### src/shared/msd_pkg.sv
/*
 Constants and types for the memory space decoder and external bus block.
 Assumes ref_clk_in runs at twice the core system clock rate, so one system
 clock is two ref_clk_in cycles and one bus cycle is six.
*/
package msd_pkg;
	// Program space limits
	localparam logic [15:0] FLASH_TOP_4K = 16'h1000;
	localparam logic [15:0] FLASH_TOP_8K = 16'h2000;
	// Signature windows
	localparam logic [15:0] SIG_FACT_LAST = 16'h007f;
	localparam logic [15:0] SIG_USER_FIRST = 16'h0100;
	localparam logic [15:0] SIG_USER_LAST = 16'h01ff;
	// Flash data page (upper address byte)
	localparam logic [7:0] FLASH_DATA_WINDOW_PAGE = 8'h00;
	// Internal RAM layout
	localparam logic [7:0] BIT_AREA_BASE = 8'h20;
	localparam int IO_SPACE_BIT = 7;
	localparam int BANK_LSB = 3;
	// Bus cycle phases, in ref_clk_in cycles
	localparam logic [2:0] PH_FIRST = 3'h0;
	localparam logic [2:0] PH_ADDR = 3'h1;
	localparam logic [2:0] PH_STROBE = 3'h3;
	localparam logic [2:0] PH_LAST = 3'h5;
	localparam logic [1:0] FAST_WAITS = 2'h2;
	localparam logic [1:0] WAIT_ZERO = 2'h0;
	// Bus state machine
	typedef enum logic [3:0] {
		BUS_IDLE = 4'h1,
		BUS_INT = 4'h2,
		BUS_PEND = 4'h4,
		BUS_EXT = 4'h8
	} msd_bus_state_t;
	// Kind of external cycle
	typedef enum logic [2:0] {
		KIND_FETCH = 3'h1,
		KIND_READ = 3'h2,
		KIND_WRITE = 3'h4
	} msd_kind_t;
	// Source of an internal read
	typedef enum logic [2:0] {
		SRC_CODE = 3'h1,
		SRC_SIG = 3'h2,
		SRC_FLASH_DATA_WINDOW = 3'h4
	} msd_src_t;
	// Internal RAM addressing mode (encoded input)
	typedef enum logic [1:0] {
		RM_REG = 2'h0,
		RM_DIRECT = 2'h1,
		RM_INDIRECT = 2'h2,
		RM_BIT = 2'h3
	} msd_ram_mode_t;
	// RAM access state machine
	typedef enum logic [2:0] {
		RS_IDLE = 3'h1,
		RS_BYTE = 3'h2,
		RS_BIT = 3'h4
	} msd_ram_state_t;
endpackage
### src/rtl/msd_ram.sv
/*
 256 x 8 internal RAM, one port, registered read data.
 Assumes read and write are not asked in the same cycle.
*/
`timescale 1ns/100ps
`default_nettype none
module msd_ram (
	// Clock
	input wire logic ref_clk_in,
	// Access
	input wire logic rd_in,
	input wire logic wr_in,
	input wire logic [7:0] addr_in,
	input wire logic [7:0] wdata_in,
	output logic [7:0] rdata_out
);
	logic [7:0] mem [0:255];

	// Write port
	always_ff @(posedge ref_clk_in) begin
		if (wr_in) begin
			mem[addr_in] <= wdata_in;
		end
	end

	// Registered read, holds between reads
	always_ff @(posedge ref_clk_in) begin
		if (rd_in) begin
			rdata_out <= mem[addr_in];
		end
	end
endmodule
`default_nettype wire

### src/rtl/msd_strobe_gen.sv
/*
 Free-running bus cycle phase counter with optional wait-state stretch.
 Assumes stretch_in only changes at a cycle boundary.
*/
`timescale 1ns/100ps
`default_nettype none
module msd_strobe_gen (
	// Clock and reset
	input wire logic ref_clk_in,
	input wire logic reset_in,
	// Control
	input wire logic stretch_in,
	// Phase state
	output logic [2:0] phase_out,
	output logic [1:0] wait_out,
	output logic cycle_end_out
);
	// Last ref cycle of the bus cycle
	assign cycle_end_out = (phase_out == msd_pkg::PH_LAST) &&
		(!stretch_in || wait_out == msd_pkg::FAST_WAITS);

	// Phase advance, each phase held for two extra cycles while stretched
	always_ff @(posedge ref_clk_in) begin
		if (reset_in) begin
			phase_out <= msd_pkg::PH_FIRST;
			wait_out <= msd_pkg::WAIT_ZERO;
		end else if (stretch_in && wait_out != msd_pkg::FAST_WAITS) begin
			wait_out <= wait_out + 2'h1;
		end else begin
			wait_out <= msd_pkg::WAIT_ZERO;
			phase_out <= (phase_out == msd_pkg::PH_LAST) ? msd_pkg::PH_FIRST :
				phase_out + 3'h1;
		end
	end
endmodule
`default_nettype wire

### src/rtl/msd_top.sv
/*
 Memory space decoder and multiplexed external bus for an 8-bit core:
 program fetch steering, signature windows, external data moves and the
 internal RAM bank, bit, indirect and I/O space decode.
 Assumes ref_clk_in is twice the system clock, requests are held stable
 while taken, and the core waits for done before the next request.
*/
// How it works
// - Always drive full sixteen-bit program address
// - High byte Port 2, low byte muxed Port 0
// - Latch strobe at third rate, third duty
// - Program read strobe same rate, half duty
// - Address mid latch pulse, float at strobe
// - Sample instruction just before read strobe rises
// - Same fetch timing; compat external equals internal (external here takes one bus cycle more)
// - Fast mode external fetch adds two waits
// - Disable control stops latch strobe toggling
// - Beyond internal flash fetch from external memory
// - Signature enable redirects code table reads
// - User sig 0100h-01FFh, factory 0000h-007Fh
// - Security blocks signature writes, reads allowed
// - Program select plus signature: wide moves hit sig
// - Low 32 bytes: four banks via bank bits
// - Bit addresses map to bytes 20H-2FH
// - All 256 bytes indirect; stack lives there
// - Direct 80H-FFH is I/O; indirect is RAM
// - External data over muxed bus, both pointers
// - Mapped range internal, above it external
// - Force external sends every move to bus
// - Flash data enable maps 0000H-00FFH wide moves
// - Narrow pointer moves always go external
// - Flash data writes need both enables
`timescale 1ns/100ps
`default_nettype none
module msd_top (
	// Clock and reset
	input wire logic ref_clk_in,
	input wire logic reset_in,
	// Configuration
	input wire logic mode_fast_in,
	input wire logic flash_8k_in,
	input wire logic latch_strobe_disable_in,
	input wire logic signature_read_enable_in,
	input wire logic in_app_program_select_in,
	input wire logic force_external_data_in,
	input wire logic flash_data_enable_in,
	input wire logic memory_write_enable_in,
	input wire logic security_lock_in,
	input wire logic bank_select_low_in,
	input wire logic bank_select_high_in,
	// Code requests (fetch or table read)
	input wire logic code_req_in,
	input wire logic code_table_in,
	input wire logic [15:0] code_addr_in,
	// External move requests
	input wire logic xmove_req_in,
	input wire logic xmove_write_in,
	input wire logic xmove_wide_in,
	input wire logic [15:0] xmove_addr_in,
	input wire logic [7:0] xmove_wdata_in,
	// Shared answer of code and move requests
	output logic bus_done_out,
	output logic [7:0] bus_rdata_out,
	// Internal flash and signature array ports
	output logic flash_rd_out,
	output logic [15:0] flash_addr_out,
	input wire logic [7:0] flash_data_in,
	output logic sig_rd_out,
	output logic sig_wr_out,
	output logic [8:0] sig_addr_out,
	output logic [7:0] sig_wdata_out,
	input wire logic [7:0] sig_data_in,
	output logic flash_data_window_rd_out,
	output logic flash_data_window_wr_out,
	output logic [7:0] flash_data_window_addr_out,
	output logic [7:0] flash_data_window_wdata_out,
	input wire logic [7:0] flash_data_window_data_in,
	// External bus pins
	output logic latch_strobe_out,
	output logic program_read_strobe_n_out,
	output logic read_strobe_n_out,
	output logic write_strobe_n_out,
	output logic [7:0] port2_out,
	output logic [7:0] port0_out,
	output logic port0_oe_out,
	input wire logic [7:0] port0_in,
	// Internal RAM requests
	input wire logic ram_req_in,
	input wire logic [1:0] ram_mode_in,
	input wire logic ram_write_in,
	input wire logic [7:0] ram_addr_in,
	input wire logic [7:0] ram_wdata_in,
	input wire logic ram_bit_wdata_in,
	output logic ram_done_out,
	output logic [7:0] ram_rdata_out,
	output logic ram_bit_out,
	// I/O register space requests
	output logic io_req_out,
	output logic io_write_out,
	output logic io_bit_out,
	output logic [7:0] io_addr_out,
	output logic [2:0] io_bit_index_out,
	output logic [7:0] io_wdata_out
);
	msd_pkg::msd_bus_state_t bus_state;
	msd_pkg::msd_kind_t kind;
	msd_pkg::msd_src_t src;
	msd_pkg::msd_ram_state_t ram_state;
	logic [15:0] ext_addr;
	logic [7:0] ext_wdata;
	logic [2:0] phase;
	logic [1:0] wait_cnt;
	logic cycle_end;
	logic stretch;
	logic [15:0] flash_top;
	logic code_internal;
	logic sig_fact_hit;
	logic sig_user_hit;
	logic mv_sig;
	logic mv_flash_data_window;
	logic [7:0] ram_byte;
	logic [2:0] ram_bit_idx;
	logic ram_to_io;
	logic ram_take;
	logic ram_rd;
	logic ram_wr;
	logic [7:0] ram_addr;
	logic [7:0] ram_wdata;
	logic [7:0] held_addr;
	logic [2:0] held_idx;
	logic held_write;
	logic held_bit;
	logic [7:0] ram_q;

	// Stretch only external fetch cycles in fast mode
	assign stretch = mode_fast_in && bus_state == msd_pkg::BUS_EXT &&
		kind == msd_pkg::KIND_FETCH;

	msd_strobe_gen u_strobe (
		.ref_clk_in(ref_clk_in),
		.reset_in(reset_in),
		.stretch_in(stretch),
		.phase_out(phase),
		.wait_out(wait_cnt),
		.cycle_end_out(cycle_end)
	);

	// Code space decode
	assign flash_top = flash_8k_in ? msd_pkg::FLASH_TOP_8K : msd_pkg::FLASH_TOP_4K;
	assign code_internal = code_addr_in < flash_top;
	assign sig_fact_hit = code_addr_in <= msd_pkg::SIG_FACT_LAST;
	assign sig_user_hit = code_addr_in >= msd_pkg::SIG_USER_FIRST &&
		code_addr_in <= msd_pkg::SIG_USER_LAST;

	// Move space decode, forcing external overrides all mapping
	assign mv_sig = !force_external_data_in && xmove_wide_in &&
		in_app_program_select_in && signature_read_enable_in;
	assign mv_flash_data_window = !force_external_data_in && xmove_wide_in &&
		!in_app_program_select_in && flash_data_enable_in &&
		xmove_addr_in[15:8] == msd_pkg::FLASH_DATA_WINDOW_PAGE;

	// Bus request handling and cycle sequencing
	always_ff @(posedge ref_clk_in) begin
		if (reset_in) begin
			bus_state <= msd_pkg::BUS_IDLE;
			kind <= msd_pkg::KIND_FETCH;
			src <= msd_pkg::SRC_CODE;
			ext_addr <= 16'h0000;
			ext_wdata <= 8'h00;
			bus_done_out <= 1'b0;
			bus_rdata_out <= 8'h00;
			flash_rd_out <= 1'b0;
			flash_addr_out <= 16'h0000;
			sig_rd_out <= 1'b0;
			sig_wr_out <= 1'b0;
			sig_addr_out <= 9'h000;
			sig_wdata_out <= 8'h00;
			flash_data_window_rd_out <= 1'b0;
			flash_data_window_wr_out <= 1'b0;
			flash_data_window_addr_out <= 8'h00;
			flash_data_window_wdata_out <= 8'h00;
		end else begin
			bus_done_out <= 1'b0;
			flash_rd_out <= 1'b0;
			sig_rd_out <= 1'b0;
			sig_wr_out <= 1'b0;
			flash_data_window_rd_out <= 1'b0;
			flash_data_window_wr_out <= 1'b0;
			unique case (bus_state)
				msd_pkg::BUS_IDLE: begin
					if (code_req_in) begin
						ext_addr <= code_addr_in;
						kind <= msd_pkg::KIND_FETCH;
						if (code_table_in && signature_read_enable_in) begin
							sig_addr_out <= code_addr_in[8:0];
							src <= msd_pkg::SRC_SIG;
							if (sig_fact_hit || sig_user_hit) begin
								sig_rd_out <= 1'b1;
								bus_state <= msd_pkg::BUS_INT;
							end else begin
								bus_rdata_out <= 8'hff;
								bus_done_out <= 1'b1;
							end
						end else if (code_internal) begin
							flash_rd_out <= 1'b1;
							flash_addr_out <= code_addr_in;
							src <= msd_pkg::SRC_CODE;
							bus_state <= msd_pkg::BUS_INT;
						end else begin
							bus_state <= msd_pkg::BUS_PEND;
						end
					end else if (xmove_req_in) begin
						ext_addr <= xmove_addr_in;
						ext_wdata <= xmove_wdata_in;
						kind <= xmove_write_in ? msd_pkg::KIND_WRITE : msd_pkg::KIND_READ;
						sig_addr_out <= {1'b1, xmove_addr_in[7:0]};
						sig_wdata_out <= xmove_wdata_in;
						flash_data_window_addr_out <= xmove_addr_in[7:0];
						flash_data_window_wdata_out <= xmove_wdata_in;
						if (mv_sig) begin
							src <= msd_pkg::SRC_SIG;
							if (xmove_write_in) begin
								sig_wr_out <= !security_lock_in;
								bus_done_out <= 1'b1;
							end else begin
								sig_rd_out <= 1'b1;
								bus_state <= msd_pkg::BUS_INT;
							end
						end else if (mv_flash_data_window) begin
							src <= msd_pkg::SRC_FLASH_DATA_WINDOW;
							if (xmove_write_in) begin
								flash_data_window_wr_out <= memory_write_enable_in;
								bus_done_out <= 1'b1;
							end else begin
								flash_data_window_rd_out <= 1'b1;
								bus_state <= msd_pkg::BUS_INT;
							end
						end else begin
							bus_state <= msd_pkg::BUS_PEND;
						end
					end
				end
				msd_pkg::BUS_INT: begin
					// Compatibility internal access ends with the current bus cycle
					if (mode_fast_in || cycle_end) begin
						unique case (src)
							msd_pkg::SRC_CODE: bus_rdata_out <= flash_data_in;
							msd_pkg::SRC_SIG: bus_rdata_out <= sig_data_in;
							msd_pkg::SRC_FLASH_DATA_WINDOW: bus_rdata_out <= flash_data_window_data_in;
						endcase
						bus_done_out <= 1'b1;
						bus_state <= msd_pkg::BUS_IDLE;
					end
				end
				msd_pkg::BUS_PEND: begin
					if (cycle_end) begin
						bus_state <= msd_pkg::BUS_EXT;
					end
				end
				msd_pkg::BUS_EXT: begin
					if (cycle_end) begin
						if (kind != msd_pkg::KIND_WRITE) begin
							bus_rdata_out <= port0_in;
						end
						bus_done_out <= 1'b1;
						bus_state <= msd_pkg::BUS_IDLE;
					end
				end
			endcase
		end
	end

	// Latch strobe runs in every cycle unless disabled
	always_ff @(posedge ref_clk_in) begin
		if (reset_in) begin
			latch_strobe_out <= 1'b0;
		end else begin
			latch_strobe_out <= !latch_strobe_disable_in && phase < msd_pkg::PH_ADDR + 3'h1;
		end
	end

	// Address, data and strobes of an external cycle
	always_ff @(posedge ref_clk_in) begin
		if (reset_in) begin
			program_read_strobe_n_out <= 1'b1;
			read_strobe_n_out <= 1'b1;
			write_strobe_n_out <= 1'b1;
			port2_out <= 8'h00;
			port0_out <= 8'h00;
			port0_oe_out <= 1'b0;
		end else begin
			program_read_strobe_n_out <= !(bus_state == msd_pkg::BUS_EXT &&
				kind == msd_pkg::KIND_FETCH && phase >= msd_pkg::PH_STROBE);
			read_strobe_n_out <= !(bus_state == msd_pkg::BUS_EXT &&
				kind == msd_pkg::KIND_READ && phase >= msd_pkg::PH_STROBE);
			write_strobe_n_out <= !(bus_state == msd_pkg::BUS_EXT &&
				kind == msd_pkg::KIND_WRITE && phase >= msd_pkg::PH_STROBE);
			if (bus_state == msd_pkg::BUS_EXT) begin
				port2_out <= ext_addr[15:8];
				if (phase == msd_pkg::PH_ADDR) begin
					port0_out <= ext_addr[7:0];
					port0_oe_out <= 1'b1;
				end else if (phase == msd_pkg::PH_STROBE) begin
					port0_out <= ext_wdata;
					port0_oe_out <= kind == msd_pkg::KIND_WRITE;
				end
			end else begin
				port0_oe_out <= 1'b0;
			end
		end
	end

	// Internal RAM address decode
	always_comb begin
		ram_byte = ram_addr_in;
		ram_bit_idx = 3'h0;
		ram_to_io = 1'b0;
		unique case (ram_mode_in)
			msd_pkg::RM_REG: begin
				ram_byte = {3'h0, bank_select_high_in, bank_select_low_in,
					ram_addr_in[2:0]};
			end
			msd_pkg::RM_DIRECT: begin
				ram_to_io = ram_addr_in[msd_pkg::IO_SPACE_BIT];
			end
			msd_pkg::RM_INDIRECT: begin
				ram_byte = ram_addr_in;
			end
			msd_pkg::RM_BIT: begin
				ram_bit_idx = ram_addr_in[2:0];
				ram_to_io = ram_addr_in[msd_pkg::IO_SPACE_BIT];
				ram_byte = ram_to_io ? {ram_addr_in[7:3], 3'h0} :
					msd_pkg::BIT_AREA_BASE + {4'h0, ram_addr_in[6:3]};
			end
		endcase
	end

	// RAM port steering; bit writes are read, modify, write
	assign ram_take = ram_req_in && ram_state == msd_pkg::RS_IDLE && !ram_to_io;
	assign ram_rd = ram_take && (ram_mode_in == msd_pkg::RM_BIT || !ram_write_in);
	assign ram_wr = (ram_take && ram_mode_in != msd_pkg::RM_BIT && ram_write_in) ||
		(ram_state == msd_pkg::RS_BIT && held_write);
	assign ram_addr = ram_state == msd_pkg::RS_BIT ? held_addr : ram_byte;
	always_comb begin
		ram_wdata = ram_wdata_in;
		if (ram_state == msd_pkg::RS_BIT) begin
			ram_wdata = ram_q;
			ram_wdata[held_idx] = held_bit;
		end
	end

	msd_ram u_ram (
		.ref_clk_in(ref_clk_in),
		.rd_in(ram_rd),
		.wr_in(ram_wr),
		.addr_in(ram_addr),
		.wdata_in(ram_wdata),
		.rdata_out(ram_q)
	);
	assign ram_rdata_out = ram_q;

	// RAM and I/O request sequencing
	always_ff @(posedge ref_clk_in) begin
		if (reset_in) begin
			ram_state <= msd_pkg::RS_IDLE;
			ram_done_out <= 1'b0;
			ram_bit_out <= 1'b0;
			held_addr <= 8'h00;
			held_idx <= 3'h0;
			held_write <= 1'b0;
			held_bit <= 1'b0;
			io_req_out <= 1'b0;
			io_write_out <= 1'b0;
			io_bit_out <= 1'b0;
			io_addr_out <= 8'h00;
			io_bit_index_out <= 3'h0;
			io_wdata_out <= 8'h00;
		end else begin
			ram_done_out <= 1'b0;
			io_req_out <= 1'b0;
			unique case (ram_state)
				msd_pkg::RS_IDLE: begin
					if (ram_req_in && ram_to_io) begin
						io_req_out <= 1'b1;
						io_write_out <= ram_write_in;
						io_bit_out <= ram_mode_in == msd_pkg::RM_BIT;
						io_addr_out <= ram_byte;
						io_bit_index_out <= ram_bit_idx;
						io_wdata_out <= ram_wdata_in;
						ram_done_out <= 1'b1;
					end else if (ram_take) begin
						held_addr <= ram_byte;
						held_idx <= ram_bit_idx;
						held_write <= ram_write_in;
						held_bit <= ram_bit_wdata_in;
						ram_state <= ram_mode_in == msd_pkg::RM_BIT ?
							msd_pkg::RS_BIT : msd_pkg::RS_BYTE;
					end
				end
				msd_pkg::RS_BYTE: begin
					ram_done_out <= 1'b1;
					ram_state <= msd_pkg::RS_IDLE;
				end
				msd_pkg::RS_BIT: begin
					ram_bit_out <= ram_q[held_idx];
					ram_done_out <= 1'b1;
					ram_state <= msd_pkg::RS_IDLE;
				end
			endcase
		end
	end
endmodule
`default_nettype wire

### config.mk
export PLATFORM = sky130hd
export DESIGN_NAME = msd_top
export DESIGN_NICKNAME = d
export VERILOG_FILES = /design/src/shared/msd_pkg.sv /design/src/rtl/msd_ram.sv /design/src/rtl/msd_strobe_gen.sv /design/src/rtl/msd_top.sv
export SDC_FILE = /design/constraint.sdc
export NUM_CORES = 2
export LEC_CHECK = 0
export ABC_AREA = 1
export BUFFER_PORTS_ARGS = -buffer_cell sky130_fd_sc_hd__buf_2
export CORE_UTILIZATION = 50
export DETAILED_ROUTE_END_ITERATION = 6
export HOLD_SLACK_MARGIN = 0.02
export PLACE_DENSITY = 0.7
export SYNTH_ARGS = -nofsm -noshare
export SYNTH_HDL_FRONTEND = slang
export SYNTH_SLANG_ARGS = --single-unit
### constraint.sdc
create_clock -name ref_clk_in -period 36.5 [get_ports ref_clk_in]
set_clock_uncertainty 0.05 [all_clocks]
set_input_delay 3.65 -clock ref_clk_in [delete_from_list [all_inputs] [get_ports ref_clk_in]]
set_output_delay 3.65 -clock ref_clk_in [all_outputs]
set_load 0.02 [all_outputs]
==> out/summary.txt <==
Initial DRC Count: 8153
dpl cells: 11655
All-Layer GR Usage: 27.32%
Routed WL: 260.5 mm
PD cells: 55.29 nW/um^2
Post-Syn Nets: 9509
crit path kind: primary input to flop
CP arrival: 9760 ps
Initial Utilization: 50.39%
Pwr Total: 5.698 mW
Ports: 227
Clock Pin Slew Worst Setup and Hold Paths: 60 ps
synthesized flop and latch total: 2203
register area share after synthesis: 69.23%
violated checks: design-rule violations
share of post-route cells with drive strength above 1: 7.251%
final worst slack: 27420 ps
Max Slew Vio Count: 0
Max Root-Sink Buffers: 3
Num CTS Buffers: 211
final non-filler cell total: 12058
combinational power share: 12.5%
Clock Power Share: 38.1%
achievable frequency: 110.1 MHz
number of max-cap violations: 0
commonest non-fill, non-tap cell in the layout: nand2_1
final setup fails: 0
Post-synth ARST share: 0%
CTS root buf: clkbuf_16
Setup TNS Final: 0 ps
Final Critical Period: 9081 ps
static leakage: 42.23 nW
total vias in the final route: 66858
worst hold slack: 380.1 ps
DRC viols: 1
CP Max Fanout: 211
Die X: 434.3 um
CTS sink count: 2203
Die Footprint: 188600 um^2
WL/cell: 21.61 um
Netlist Area Pre-Place: 93440 um^2
largest net degree at the start of global routing: 212
Worst Setup Start Kind: primary input
HP Class: flop to flop
hold-fix buffers at CTS: 0
Final Hold Vio Count: 0
Worst-Margin Slew: 1283 ps
port bufs: 226
Resized Gates After CTS: 0
num rows: 158
initial antenna violation count: 12
Core Area: 185400 um^2
Yosys warnings: 0
via/cell ratio: 5.545
Area Overhead vs Synth: 10.30%
CP endpoint kind: flop
sequential share of power: 49.4%
Max IR drop VDD: 0.04347 mV
global route total overflow: 0
Die Ht: 434.3 um
Post-CTS Setup Inserts: 0
Slew HR: 14.18%
Worst Path Required: 37170 ps
period utilization: 24.88%
post-synth cell types: 41
vias in the first global route: 63713
Internal: 4.168 mW
Syn Inst Count: 9392
Post-Syn Area per Cell: 9.949 um^2
EDFF count, synth: 2056
pre-CTS setup slack: 26720 ps
outcome: finished, violations left
most frequent cells in the layout: nand2_1, edfxtp_1, nor2_1, nand3_1, buf_2
Post-synth top flop: edfxtp_1
CTS tree: built
switching power total: 1.530 mW
post-DP HPWL: 150.6 mm
DRT antenna net count: 0
clock latency on the worst-skew pair: 860 ps
# H-tree levels: 4
RePlAce Congestion: 0.9291
first-pass GRT wire length: 389.3 mm
drt first pass iters: 7
Nets: 9505
unrepaired setup endpoints after global routing: false
Sw Share: 26.85%
## metal layers
layer | wire [um] | global-route usage (%) | vias up | share of wire (%)
met5 | 77 | 0 | - | 0.030
met4 | 10920 | 11.75 | 10 | 4.2
met3 | 25960 | 5.249 | 572 | 10
met2 | 120300 | 43.00 | 3533 | 46
met1 | 103300 | 37.06 | 31887 | 40
li1 | - | - | 30856 | -
## final cells by class
type	instances	area, um^2
Multi-Input combinational cell	6565	26170
Antenna cell	7	17.52
Inverter	92	352.8
Clock inverter	148	1334
Fill cell	15804	82370
Clock buffer	248	5492
Sequential cell	2203	64680
Timing Repair Buffer	315	1912
Tap cell	2480	3103
## worst max-delay path, stage by stage
cell,delay [ps]
buf_2,130
inv_1,70
ha_1,350
o21ai_1,370
nand3_4,610
nand2_4,990
buf_12,680
buf_4,720
buf_4,790
nand2_1,110
nand2_1,110
nand2_1,50
nand2_1,80
nand2_1,50
nand2_1,150
o21ai_1,140
nand2_1,140
nor2_1,50
nor2_1,110
nor2_1,60
nand2_1,60
## registers in the layout, indices dropped and copies added (netlist names), 9 cells and up
register        flops
ext_addr           16
u_ram.mem        2048
sig_addr_out        9
flash_addr_out     16
## power by group through the flow
stage | Clock [mW] | Sequential (mW) | Combinational (mW)
floorplan | 0 | 2.90 | 0.434
global placement | 0 | 2.87 | 0.694
detailed placement | 0 | 2.87 | 0.699
CTS | 2.18 | 2.82 | 0.703
global route | 2.28 | 2.82 | 0.776
finish | 2.17 | 2.82 | 0.713
## path summary, 6_finish.rpt
kind | start | end | slack, ps | cells after the start
max | ram_mode_in[1] | u_ram.rdata_out[7] | 27420 | 21
min | u_strobe.wait_out[0] | u_strobe.wait_out[0] | 380 | 1
max reg2reg | ram_state[2] | u_ram.rdata_out[7] | 30240 | 19
min reg2reg | u_strobe.wait_out[0] | u_strobe.wait_out[0] | 380 | 1
## synthesized netlist by cell type (3+ instances only)
| cell | number | area, um^2 |
|---|---|---|
| o21ai_2 | 4 | 35.03 |
| nor3_1 | 14 | 70.07 |
| inv_2 | 9 | 33.78 |
| buf_2 | 258 | 1291 |
| o21ai_1 | 114 | 570.6 |
| buf_1 | 39 | 146.4 |
| nand2_1 | 5229 | 19630 |
| o21ai_0 | 137 | 685.7 |
| o211ai_1 | 3 | 22.52 |
| nor4_1 | 7 | 43.79 |
| clkbuf_2 | 4 | 20.02 |
| nand3_1 | 415 | 2077 |
| ha_1 | 6 | 75.07 |
| nor2_2 | 8 | 50.05 |
| inv_1 | 81 | 304.0 |
| clkbuf_1 | 200 | 750.7 |
| dfxtp_1 | 147 | 2943 |
| buf_4 | 30 | 225.2 |
| edfxtp_1 | 2056 | 61740 |
| or2_2 | 3 | 18.77 |
| a211oi_1 | 16 | 120.1 |
| nor2_1 | 486 | 1824 |
| a31oi_1 | 31 | 193.9 |
| nand2_2 | 3 | 18.77 |
| a21oi_1 | 60 | 300.3 |
| nand4_1 | 11 | 68.82 |
| nand3_2 | 3 | 30.03 |
## logic make-up after synthesis
logic type	after synthesis	share of synthesized area, %
AO/OA/AOI/OAI	375	2.152
adder cells (fa/ha/maj)	6	0.08034
buffers and inverters	624	2.986
flip-flops	2203	69.23
AND/OR/NAND/NOR	6184	25.56
## through the flow
| stage | cell area [um^2] | utilization [%] |
|---|---|---|
| 2_1_floorplan | 93440 | - |
| 3_3_place_gp | 96220 | 51.89 |
| 3_5_place_dp | 96220 | 51.89 |
| 4_1_cts | 103000 | 55.57 |
| 5_1_grt | 103100 | 55.57 |
| 6_report | 103100 | 55.58 |
Note: power is estimated with default switching activity, not from simulation.
